--- src/rtl/cier_map.vh ---
// Constants for the interrupt entry and return unit
`ifndef CIER_MAP_VH
`define CIER_MAP_VH

// ----------------------------------------
// Widths
// ----------------------------------------
`define CIER_NSRC 8
`define CIER_PCW 16
`define CIER_SPW 16
`define CIER_VECW 16

// ----------------------------------------
// AXI4-Lite register byte offsets
// ----------------------------------------
`define CIER_OFF_ENABLE 8'h00
`define CIER_OFF_FLAGS 8'h04
`define CIER_OFF_STATUS 8'h08
`define CIER_OFF_CONTROL 8'h0C
`define CIER_OFF_SLEEPWAIT 8'h10

// ----------------------------------------
// Field positions
// ----------------------------------------
`define CIER_ST_GIE 0
`define CIER_ST_BUSY 1
`define CIER_ST_VEC_LSB 8
`define CIER_CTL_LEVEL_LSB 0

// ----------------------------------------
// Reset values
// ----------------------------------------
`define CIER_RST_ENABLE 8'h00
`define CIER_RST_LEVEL 8'h00
`define CIER_RST_SLEEPWAIT 8'h00

// ----------------------------------------
// Timing counts in core cycles, then vector and stack pointer steps
// ----------------------------------------
`define CIER_ENTRY_CYC 4
`define CIER_WAKE_CYC 4
`define CIER_RET_CYC 4
`define CIER_JMP_CYC 3
`define CIER_VEC_STEP 16'h0002
`define CIER_SP_STEP 16'h0002

`endif

--- src/rtl/cier_unit.v ---
// Interrupt entry and return sequencer with AXI4-Lite control registers
// Notes on behaviour
// - Reset and sources vectored lowest first
// - Accept only when individual and global enabled
// - Entry clears global enable
// - Software may re-enable for nesting
// - Return sets global enable
// - Vectoring clears the served flag
// - Writing one clears a flag
// - Flag held while individually disabled
// - Pending flags served by priority later
// - Level sources request only while present
// - One instruction after return before service
// - Status register never saved or restored
// - Disable instruction blocks same-cycle requests
// - One instruction after enable before service
// - Entry four cycles, pushing counter
// - Multi-cycle instruction completes before entry
// - Wake from sleep adds four cycles; the code first counts down sleepWait_r start-up cycles
// - Return four cycles, pops, sets enable
// - Vector jump takes three cycles
// - Single undivided core clock
// - Push decrements stack pointer by two
`include "cier_map.vh"
`timescale 1ns/1ps
`default_nettype none

module cier_unit (
	// Clock and reset
	input wire clock,
	input wire nrst,
	// Interrupt sources (asynchronous pins)
	input wire [`CIER_NSRC-1:0] srcEvent,
	// Instruction sequencer, same clock
	input wire instrBoundary,
	input wire instrRetiExec,
	input wire instrSeiExec,
	input wire instrCliExec,
	input wire instrGieWrite,
	input wire instrGieValue,
	input wire coreSleeping,
	input wire [`CIER_SPW-1:0] stackTopPointerIn,
	input wire [`CIER_PCW-1:0] pcIn,
	input wire [`CIER_PCW-1:0] popData,
	// Sequencer outputs
	output reg globalEnable,
	output reg irqHold,
	output reg pushValid,
	output reg [7:0] pushByte,
	output reg popReq,
	output reg [`CIER_SPW-1:0] stackTopPointerOut,
	output reg stackWrite,
	output reg [`CIER_PCW-1:0] pcOut,
	output reg pcLoad,
	output reg [3:0] servedVector,
	// AXI4-Lite slave
	input wire [7:0] s_axi_awaddr,
	input wire s_axi_awvalid,
	output reg s_axi_awready,
	input wire [31:0] s_axi_wdata,
	input wire [3:0] s_axi_wstrb,
	input wire s_axi_wvalid,
	output reg s_axi_wready,
	output reg [1:0] s_axi_bresp,
	output reg s_axi_bvalid,
	input wire s_axi_bready,
	input wire [7:0] s_axi_araddr,
	input wire s_axi_arvalid,
	output reg s_axi_arready,
	output reg [31:0] s_axi_rdata,
	output reg [1:0] s_axi_rresp,
	output reg s_axi_rvalid,
	input wire s_axi_rready
);

	// ----------------------------------------
	// Reset release and input synchronisers
	// ----------------------------------------
	reg rstS1_r, rstS2_r;
	wire rstN = rstS2_r;
	always @(posedge clock or negedge nrst) begin
		if (!nrst) begin
			rstS1_r <= 1'b0;
			rstS2_r <= 1'b0;
		end else begin
			rstS1_r <= 1'b1;
			rstS2_r <= rstS1_r;
		end
	end

	reg [`CIER_NSRC-1:0] srcS1_r, srcS2_r, srcLast_r;
	always @(posedge clock or negedge rstN) begin
		if (!rstN) begin
			srcS1_r <= 8'h00;
			srcS2_r <= 8'h00;
			srcLast_r <= 8'h00;
		end else begin
			srcS1_r <= srcEvent;
			srcS2_r <= srcS1_r;
			srcLast_r <= srcS2_r;
		end
	end

	// ----------------------------------------
	// State and registers
	// ----------------------------------------
	localparam ST_IDLE = 2'h0;
	localparam ST_WAKE = 2'h1;
	localparam ST_ENTRY = 2'h2;
	localparam ST_RET = 2'h3;

	reg [1:0] state_r;
	reg [2:0] cnt_r;
	reg [`CIER_NSRC-1:0] enable_r, level_r, flags_r;
	reg [7:0] sleepWait_r;
	reg [7:0] wakeCnt_r;
	reg holdOff_r;
	reg [2:0] srcSel_r;
	reg [`CIER_PCW-1:0] savedPc_r;

	// Flag sources latch rising edges; level sources follow the pin
	wire [`CIER_NSRC-1:0] edges = srcS2_r & ~srcLast_r;
	wire [`CIER_NSRC-1:0] request = (flags_r & ~level_r) | (srcS2_r & level_r);
	wire [`CIER_NSRC-1:0] armed = request & enable_r;

	// Lowest index equals lowest vector address after reset
	reg [2:0] winIdx;
	reg winAny;
	integer i;
	always @* begin
		winIdx = 3'h0;
		winAny = 1'b0;
		for (i = `CIER_NSRC - 1; i >= 0; i = i - 1) begin
			if (armed[i]) begin
				winIdx = i[2:0];
				winAny = 1'b1;
			end
		end
	end

	// Cli blocks even a coincident request; holdOff delays one instruction
	wire take = winAny && globalEnable && !instrCliExec && !holdOff_r
		&& instrBoundary && !instrRetiExec && state_r == ST_IDLE;

	// ----------------------------------------
	// AXI4-Lite slave
	// ----------------------------------------
	reg awHave_r, wHave_r;
	reg [7:0] awAddr_r;
	reg [31:0] wData_r;
	reg [3:0] wStrb_r;
	wire doWrite = awHave_r && wHave_r && !s_axi_bvalid;
	wire [`CIER_NSRC-1:0] clrMask = (doWrite && awAddr_r == `CIER_OFF_FLAGS && wStrb_r[0])
		? wData_r[7:0] : 8'h00;

	always @(posedge clock or negedge rstN) begin
		if (!rstN) begin
			awHave_r <= 1'b0;
			wHave_r <= 1'b0;
			awAddr_r <= 8'h00;
			wData_r <= 32'h00000000;
			wStrb_r <= 4'h0;
			s_axi_awready <= 1'b0;
			s_axi_wready <= 1'b0;
			s_axi_bvalid <= 1'b0;
			s_axi_bresp <= 2'h0;
			s_axi_arready <= 1'b0;
			s_axi_rvalid <= 1'b0;
			s_axi_rdata <= 32'h00000000;
			s_axi_rresp <= 2'h0;
			enable_r <= `CIER_RST_ENABLE;
			level_r <= `CIER_RST_LEVEL;
			sleepWait_r <= `CIER_RST_SLEEPWAIT;
		end else begin
			s_axi_awready <= !awHave_r && !s_axi_awready && s_axi_awvalid;
			s_axi_wready <= !wHave_r && !s_axi_wready && s_axi_wvalid;
			if (s_axi_awvalid && s_axi_awready) begin
				awHave_r <= 1'b1;
				awAddr_r <= s_axi_awaddr;
			end
			if (s_axi_wvalid && s_axi_wready) begin
				wHave_r <= 1'b1;
				wData_r <= s_axi_wdata;
				wStrb_r <= s_axi_wstrb;
			end
			if (doWrite) begin
				awHave_r <= 1'b0;
				wHave_r <= 1'b0;
				s_axi_bvalid <= 1'b1;
				s_axi_bresp <= 2'h0;
				case (awAddr_r)
					`CIER_OFF_ENABLE: begin
						if (wStrb_r[0])
							enable_r <= wData_r[7:0];
					end
					`CIER_OFF_CONTROL: begin
						if (wStrb_r[0])
							level_r <= wData_r[7:0];
					end
					`CIER_OFF_SLEEPWAIT: begin
						if (wStrb_r[0])
							sleepWait_r <= wData_r[7:0];
					end
					`CIER_OFF_FLAGS, `CIER_OFF_STATUS: ;
					default: s_axi_bresp <= 2'h2;
				endcase
			end else if (s_axi_bvalid && s_axi_bready) begin
				s_axi_bvalid <= 1'b0;
			end
			s_axi_arready <= !s_axi_arready && !s_axi_rvalid && s_axi_arvalid;
			if (s_axi_arvalid && s_axi_arready) begin
				s_axi_rvalid <= 1'b1;
				s_axi_rresp <= 2'h0;
				case (s_axi_araddr)
					`CIER_OFF_ENABLE: s_axi_rdata <= {24'h000000, enable_r};
					`CIER_OFF_FLAGS: s_axi_rdata <= {24'h000000, flags_r};
					`CIER_OFF_CONTROL: s_axi_rdata <= {24'h000000, level_r};
					`CIER_OFF_SLEEPWAIT: s_axi_rdata <= {24'h000000, sleepWait_r};
					`CIER_OFF_STATUS: s_axi_rdata <= {20'h00000, servedVector, 6'h00,
						state_r != ST_IDLE, globalEnable};
					default: begin
						s_axi_rdata <= 32'h00000000;
						s_axi_rresp <= 2'h2;
					end
				endcase
			end else if (s_axi_rvalid && s_axi_rready) begin
				s_axi_rvalid <= 1'b0;
			end
		end
	end

	// ----------------------------------------
	// Flags: set wins over any clear
	// ----------------------------------------
	wire [`CIER_NSRC-1:0] hwClr = (state_r == ST_ENTRY && cnt_r == 3'h0)
		? (8'h01 << srcSel_r) & ~level_r : 8'h00;
	always @(posedge clock or negedge rstN) begin
		if (!rstN)
			flags_r <= 8'h00;
		else
			flags_r <= ((flags_r & ~clrMask & ~hwClr) | (edges & ~level_r));
	end

	// ----------------------------------------
	// Entry and return sequencer
	// ----------------------------------------
	// The status register is untouched: only the global enable bit lives here
	always @(posedge clock or negedge rstN) begin
		if (!rstN) begin
			state_r <= ST_IDLE;
			cnt_r <= 3'h0;
			wakeCnt_r <= 8'h00;
			globalEnable <= 1'b0;
			holdOff_r <= 1'b0;
			srcSel_r <= 3'h0;
			savedPc_r <= 16'h0000;
			irqHold <= 1'b0;
			pushValid <= 1'b0;
			pushByte <= 8'h00;
			popReq <= 1'b0;
			stackTopPointerOut <= 16'h0000;
			stackWrite <= 1'b0;
			pcOut <= 16'h0000;
			pcLoad <= 1'b0;
			servedVector <= 4'h0;
		end else begin
			pushValid <= 1'b0;
			popReq <= 1'b0;
			stackWrite <= 1'b0;
			pcLoad <= 1'b0;
			if (instrBoundary)
				holdOff_r <= 1'b0;
			case (state_r)
				ST_IDLE: begin
					if (instrCliExec) begin
						globalEnable <= 1'b0;
					end else if (instrSeiExec) begin
						globalEnable <= 1'b1;
						holdOff_r <= 1'b1;
					end else if (instrGieWrite) begin
						globalEnable <= instrGieValue;
					end
					if (instrRetiExec) begin
						state_r <= ST_RET;
						cnt_r <= 3'h0;
						irqHold <= 1'b1;
						popReq <= 1'b1;
					end else if (take) begin
						globalEnable <= 1'b0;
						srcSel_r <= winIdx;
						savedPc_r <= pcIn;
						irqHold <= 1'b1;
						cnt_r <= 3'h0;
						wakeCnt_r <= sleepWait_r;
						state_r <= coreSleeping ? ST_WAKE : ST_ENTRY;
					end
				end
				ST_WAKE: begin
					// Start-up delay, then the extra four cycles
					if (wakeCnt_r != 8'h00) begin
						wakeCnt_r <= wakeCnt_r - 8'h01;
					end else if (cnt_r == `CIER_WAKE_CYC - 1) begin
						cnt_r <= 3'h0;
						state_r <= ST_ENTRY;
					end else begin
						cnt_r <= cnt_r + 3'h1;
					end
				end
				ST_ENTRY: begin
					cnt_r <= cnt_r + 3'h1;
					if (cnt_r == 3'h0) begin
						pushValid <= 1'b1;
						pushByte <= savedPc_r[7:0];
					end else if (cnt_r == 3'h1) begin
						pushValid <= 1'b1;
						pushByte <= savedPc_r[15:8];
						stackTopPointerOut <= stackTopPointerIn - `CIER_SP_STEP;
						stackWrite <= 1'b1;
					end else if (cnt_r == `CIER_ENTRY_CYC - 1) begin
						// Reset owns vector 0, source n owns vector n+1
						pcOut <= {12'h000, {1'b0, srcSel_r} + 4'h1} * `CIER_VEC_STEP;
						pcLoad <= 1'b1;
						servedVector <= {1'b0, srcSel_r} + 4'h1;
						irqHold <= 1'b0;
						state_r <= ST_IDLE;
					end
				end
				ST_RET: begin
					cnt_r <= cnt_r + 3'h1;
					if (cnt_r == 3'h1) begin
						stackTopPointerOut <= stackTopPointerIn + `CIER_SP_STEP;
						stackWrite <= 1'b1;
					end else if (cnt_r == `CIER_RET_CYC - 1) begin
						pcOut <= popData;
						pcLoad <= 1'b1;
						globalEnable <= 1'b1;
						holdOff_r <= 1'b1;
						irqHold <= 1'b0;
						state_r <= ST_IDLE;
					end
				end
				default: state_r <= ST_IDLE;
			endcase
		end
	end
	// The vector holds a jump the sequencer runs in three cycles
	// Whole unit runs on the undivided core clock

endmodule // cier_unit
`default_nettype wire

--- config.mk ---
export PLATFORM = sky130hd
export DESIGN_NAME = cier_unit
export DESIGN_NICKNAME = d
export VERILOG_FILES = /design/src/rtl/cier_unit.v
export VERILOG_INCLUDE_DIRS = /design/src /design/src/rtl
export SDC_FILE = /design/constraint.sdc
export NUM_CORES = 1
export LEC_CHECK = 0
export BUFFER_PORTS_ARGS = -buffer_cell sky130_fd_sc_hd__buf_2
export CORE_MARGIN = 3
export CORE_UTILIZATION = 40
export DETAILED_ROUTE_END_ITERATION = 16
export GPL_TIMING_DRIVEN = 0
export SETUP_SLACK_MARGIN = 0.02
export SLEW_MARGIN = 20
export SYNTH_ARGS = -nofsm -noshare
export SYNTH_HDL_FRONTEND = slang
export SYNTH_SLANG_ARGS = --single-unit
--- constraint.sdc ---
create_clock -name clock -period 14.5 [get_ports clock]
set_input_delay 2.175 -clock clock [delete_from_list [all_inputs] [get_ports clock]]
set_output_delay 2.175 -clock clock [all_outputs]
set_load 0.005 [all_outputs]
Word-level counts from Yosys, hierarchy flattened --
Index checks and enable logic that the tools add are counted.
Word-level totals: input bits 122, register bits 201, output and inout bits 91, logic and storage cells 240
Cells by class: shift operators 1, mux-type cells 90, bitwise operators 17, reduce and logical (&&, ||, !) cells 63, $add $sub $neg 5, equal/unequal tests 26
Operator list (number):
- 16-bit 2-to-1 mux | 8
- 8-bit bitwise AND | 8
- 16-bit one-hot mux with 2 select lines | 2
- 12-bit one-hot mux with 5 select lines | 1
- 8-bit 2-to-1 mux | 7
- 1-bit 2-to-1 mux | 42
- 3-bit 2-to-1 mux | 12
- 8-bit by 4-bit equality test with 1-bit output, second input constant | 4
- 8-bit NOT | 4
- 1-bit logical AND | 22
- 2-bit 2-to-1 mux | 10
- 2-bit != test, second input constant | 10
- 3-bit AND reduction | 6
- 2-bit nonzero test | 9
- 16-bit by 2-bit adder with 16-bit output, second input constant | 1
- 8-bit by 3-bit equality test with 1-bit output, second input constant | 2
- 8-bit by 5-bit equality test with 1-bit output, second input constant | 2
- 8-bit logical NOT | 2
- 8-bit OR | 2
- 8-bit one-hot mux with 2 select lines | 1
- 4-bit AND reduction | 4
- 16-bit by 2-bit subtractor with 16-bit output, second input constant | 1
- 1-bit logical NOT | 10
- 5-bit OR reduction | 2
- 22 further kinds | 30

Longest topological paths before layout --
word-level depth 21, depth in mapped cells 11, mapped depth without buffers 9

Least setup slack after synthesis --
No wires, ideal clock.
path type input port to flip-flop, start in stackTopPointerIn[1], end reg stackTopPointerOut[11], cell stages on the path 7, required time 14.370 ns, buffers on the path 0, path slack 10.494 ns, data arrival time 3.876 ns, library setup time 0.130 ns, path through fa_1 -> a211oi_1 -> o21bai_1 -> a2111oi_0 -> o41ai_1 -> xnor2_1 -> o21ai_1
Between the ends: word-level cells in the longest chain between the ends 4, elaborated cells on any way between the ends 6, classes of those cells add/sub: 2; mux: 4
Ends and longest elaborated chain:
- start, declared | line cier_unit.v:42 | input wire [`CIER_SPW-1:0] stackTopPointerIn,
- 16-bit by 2-bit subtractor with 16-bit output (no source line)
- 16-bit 2-to-1 mux | line cier_unit.v:314 | end else if (cnt_r == 3'h1) begin
- 16-bit 2-to-1 mux | line cier_unit.v:311 | if (cnt_r == 3'h0) begin
- 16-bit one-hot mux with 2 select lines * | line cier_unit.v:273 | case (state_r)
- end signal, assigned | line cier_unit.v:317 | stackTopPointerOut <= stackTopPointerIn - `CIER_SP_STEP;
- end signal, assigned | line cier_unit.v:331 | stackTopPointerOut <= stackTopPointerIn + `CIER_SP_STEP;
- end, declared | line cier_unit.v:51 | output reg [`CIER_SPW-1:0] stackTopPointerOut,
Mark *: on every way between the ends. The rest lies on a longest branch, timed or not. The select of a mux whose other input is x is not followed. A chain may end at the register's enable or synchronous reset.

Final worst setup path --
Ends and elaborated chain as after synthesis.

==> flow_metrics.env <==
export IMPL_run_status="finished, final reports clean"
export IMPL_cts_root_buf="sky130_fd_sc_hd__clkbuf_16"
export IMPL_antenna_cells=0
export IMPL_cts_repair_timing_setup_buffer_count=0
export IMPL_number_of_buffers_between_clock_root_and_the_deepest_sink=2
export IMPL_drive_above_1_share_pct=28.4
export IMPL_first_pass_grt_wire_length_mm=34.7
export IMPL_detail_route_vias_per_cell=5.07
export IMPL_grt_antenna_before_repair=1
export IMPL_h_tree_depth=4
export IMPL_synthDominantAreaCellType="sky130_fd_sc_hd__dfrtp_1"
export IMPL_final_net_count=1175
export IMPL_finalCritPeriodShare_pct=27.6
export IMPL_ys_dominant_reg_cell="sky130_fd_sc_hd__dfrtp_1"
export IMPL_synth_seq_area_share_pct=51.9
export IMPL_grt_start_max_net_pins=52
export IMPL_timing_fmax_ghz=0.250
export IMPL_hpwlAfterDp_mm=15.7
export IMPL_post_drt_wl_per_cell_um=15.9
export IMPL_port_buffer_count=163
export IMPL_cpMaxStageDelayCell="sky130_fd_sc_hd__a2111oi_0"
export IMPL_leakage_nw=5.16
export IMPL_overflow=0
export IMPL_worst_slew_pin_slew_ns=0.903
export IMPL_finalClockSkew_ns=0.0111
export IMPL_std_cell_rows=53
export IMPL_synth_cell_area_um2=8620
export IMPL_die_area_um2=23400
export IMPL_detailedPlace_worstSlack_ns=10.08
export IMPL_die_span_x_um=153
export IMPL_drc=0
export IMPL_synth_area_per_cell_um2=10.6
export IMPL_powerDensity_nw_per_um2=172
export IMPL_drv_cap=0
export IMPL_final_cell_mix="178 x sky130_fd_sc_hd__dfrtp_1, 167 x sky130_fd_sc_hd__buf_2, 140 x sky130_fd_sc_hd__nand2_1"
export IMPL_clock_buffer_count_from_cts=17
export IMPL_fin_hold_ws_ns=0.303
export IMPL_yosysWarningCount=0
export IMPL_num_io_pins=213
export IMPL_cts_hold_repair_buffers=0
export IMPL_synth_enable_flop_cells=0
export IMPL_routed_wirelength_mm=20.8
export IMPL_power_ir_vdd_worst_uv=84.2
export IMPL_number_of_distinct_library_cells_after_synthesis=73
export IMPL_timing_final_ws_setup_ns=10.50
export IMPL_grt_setup_unrepaired="false"
export IMPL_finalMaxSlewViolations=0
export IMPL_place_gp_congestion=0.900
export IMPL_critPathLaunchType="input port"
export IMPL_place_inst=1278
export IMPL_instances_no_fill=1310
export IMPL_hp_class="reg -> async"
export IMPL_syn_to_final_growth_pct=22.3
export IMPL_tritoncts_clock_tree="done"
export IMPL_fp_dieH_um=153
export IMPL_postRouteAntennaNets=0
export IMPL_floorplan_core_area_um2=21100
export IMPL_setup_worst_path_class="in -> reg"
export IMPL_cts_num_sinks=179
export IMPL_most_common_cell_after_layout_fill_and_taps_aside="sky130_fd_sc_hd__dfrtp_1"
export IMPL_timing_max_slew_rel_slack_pct=39.3
export IMPL_drt_first_pass_iters=6
export IMPL_crit_required_ns=14.81
export IMPL_first_global_vias=6688
export IMPL_post_synth_top_area_fraction_pct=51.9
export IMPL_yosys_top_cells_area="sky130_fd_sc_hd__dfrtp_1 52%, sky130_fd_sc_hd__mux2_2 6.5%, sky130_fd_sc_hd__nand2_1 6.1%"
export IMPL_critPathMaxStageDelay_ns=0.62
export IMPL_final_hold_viol_count=0
export IMPL_postSynthRegisterBits=179
export IMPL_grt_util_all_layers_pct=18.1
export IMPL_postSynthCellCount=816
export IMPL_postCtsResizedCells=0
export IMPL_final_period_minus_worst_setup_slack_ns=4.00
export IMPL_critPathCaptureType="flip-flop"
export IMPL_critPathMaxFanout=4
export IMPL_first_iter_violations=351
export IMPL_worst_setup_hold_path_clk_slew_ns=0.07
export IMPL_critical_path_cell_chain="buf_2, fa_1, a211oi_1, o21bai_1, a2111oi_0, o41ai_1, xnor2_1, o21ai_1"
export IMPL_dr_total_vias=6640
export IMPL_finalSetupViolCount=0
export IMPL_async_reset_ff_share_pct=100
export IMPL_start_util_pct=40.9
export IMPL_worst_path_arrival_ns=4.30
export IMPL_worst_skew_pair_late_latency_ns=0.43
export IMPL_finalSetupTns_ns=0
-- cells in the mapped netlist (4+ instances only) --
| cell | number |
|---|---|
| sky130_fd_sc_hd__and2_1 | 4 |
| sky130_fd_sc_hd__o41ai_1 | 5 |
| sky130_fd_sc_hd__o21ai_0 | 45 |
| sky130_fd_sc_hd__a21oi_1 | 23 |
| sky130_fd_sc_hd__nand2_1 | 140 |
| sky130_fd_sc_hd__inv_1 | 26 |
| sky130_fd_sc_hd__buf_2 | 4 |
| sky130_fd_sc_hd__a22o_1 | 17 |
| sky130_fd_sc_hd__ha_1 | 30 |
| sky130_fd_sc_hd__buf_4 | 22 |
| sky130_fd_sc_hd__or3_1 | 6 |
| sky130_fd_sc_hd__nor4_1 | 4 |
| sky130_fd_sc_hd__mux2i_1 | 21 |
| sky130_fd_sc_hd__o21a_1 | 4 |
| sky130_fd_sc_hd__a31o_2 | 4 |
| sky130_fd_sc_hd__a211oi_1 | 9 |
| sky130_fd_sc_hd__dfrtp_1 | 179 |
| sky130_fd_sc_hd__nand2b_1 | 8 |
| sky130_fd_sc_hd__nor2_1 | 52 |
| sky130_fd_sc_hd__nand3_1 | 14 |
| sky130_fd_sc_hd__clkbuf_1 | 19 |
| sky130_fd_sc_hd__nor3_1 | 7 |
| sky130_fd_sc_hd__nor2b_1 | 7 |
| sky130_fd_sc_hd__a221oi_1 | 8 |
| sky130_fd_sc_hd__nor3b_1 | 7 |
| sky130_fd_sc_hd__o31ai_1 | 4 |
| sky130_fd_sc_hd__a21o_1 | 9 |
| sky130_fd_sc_hd__o21ai_1 | 16 |
| sky130_fd_sc_hd__xnor2_1 | 7 |
| sky130_fd_sc_hd__mux2_2 | 50 |
-- area by class of cell --
type	instances	area, um2
Sequential cell	179	4480
Buffer	47	265
Fill cell	1990	10500
Tap cell	275	344
Clock buffer	18	439
Timing Repair Buffer	166	898
Inverter	26	97.6
Clock inverter	14	161
Multi-Input combinational cell	585	3860
-- path summary, 6_finish.rpt --
path,startpoint,end,slack (ns),cells after the start
max,stackTopPointerIn[1],stackTopPointerOut[11],10.50,8
min,rstN,savedPc_r[1],0.30,0
max reg2reg,state_r[1],stackTopPointerOut[11],11.04,10
min reg2reg,rstN,savedPc_r[1],0.30,0
max in group asynchronous,nrst,rstN,12.87,1
min in group clock,rstS1_r,rstN,0.35,0
-- per-layer routing --
| metal | wire [um] | GRT usage (%) |
|---|---|---|
| met5 | 9 | 0 |
| met4 | 384 | 5.77 |
| met3 | 1130 | 3.68 |
| met2 | 9950 | 29.5 |
| met1 | 9350 | 24.5 |
-- cell families (layout without fill, tap and decap cells) --
kind of cell	count (synthesis)	count (layout)	share of synthesized area (%)
AOI/OAI and AO/OA	176	176	14.2
other	2	23	0.0871
and+or+nand+nor	272	272	14.6
buffers and inverters	73	271	4.21
muxes	74	74	9.44
DFF	179	179	51.9
xor gates and xnor gates	9	9	0.914
adders and majority gates	31	31	4.58
-- power by group --
group / internal, W / total [W] / switching, W
Sequential: 0.000633 / 0.000741 / 0.000108
Clock: 0.000251 / 0.000469 / 0.000218
Combinational: 0.000276 / 0.000609 / 0.000332
-- through the flow --
step	instance area, um2	util, %	total power [W]
after floorplan	8700	-	0.00115
after global placement	9860	46.8	0.00134
after detailed placement	9950	47.2	0.00136
after CTS	10600	50.0	0.00184
after global routing	10600	50.0	0.00196
final	10600	50.0	0.00182
-- flip-flops by register name (all words and copies together), names as in the netlist, 12 cells and up --
name,count
pcOut,16
stackTopPointerOut,16
savedPc_r,16
s_axi_rdata,12
-- worst max-delay path: cells and delay by family --
| family | cells | cell delay, ns |
|---|---|---|
| AO/OA/AOI/OAI | 5 | 1.32 |
| adder cells (fa/ha/maj) | 1 | 0.49 |
| XOR/XNOR | 1 | 0.18 |
| buffers and inverters | 1 | 0.14 |
Power figures use the tool's default switching activity.
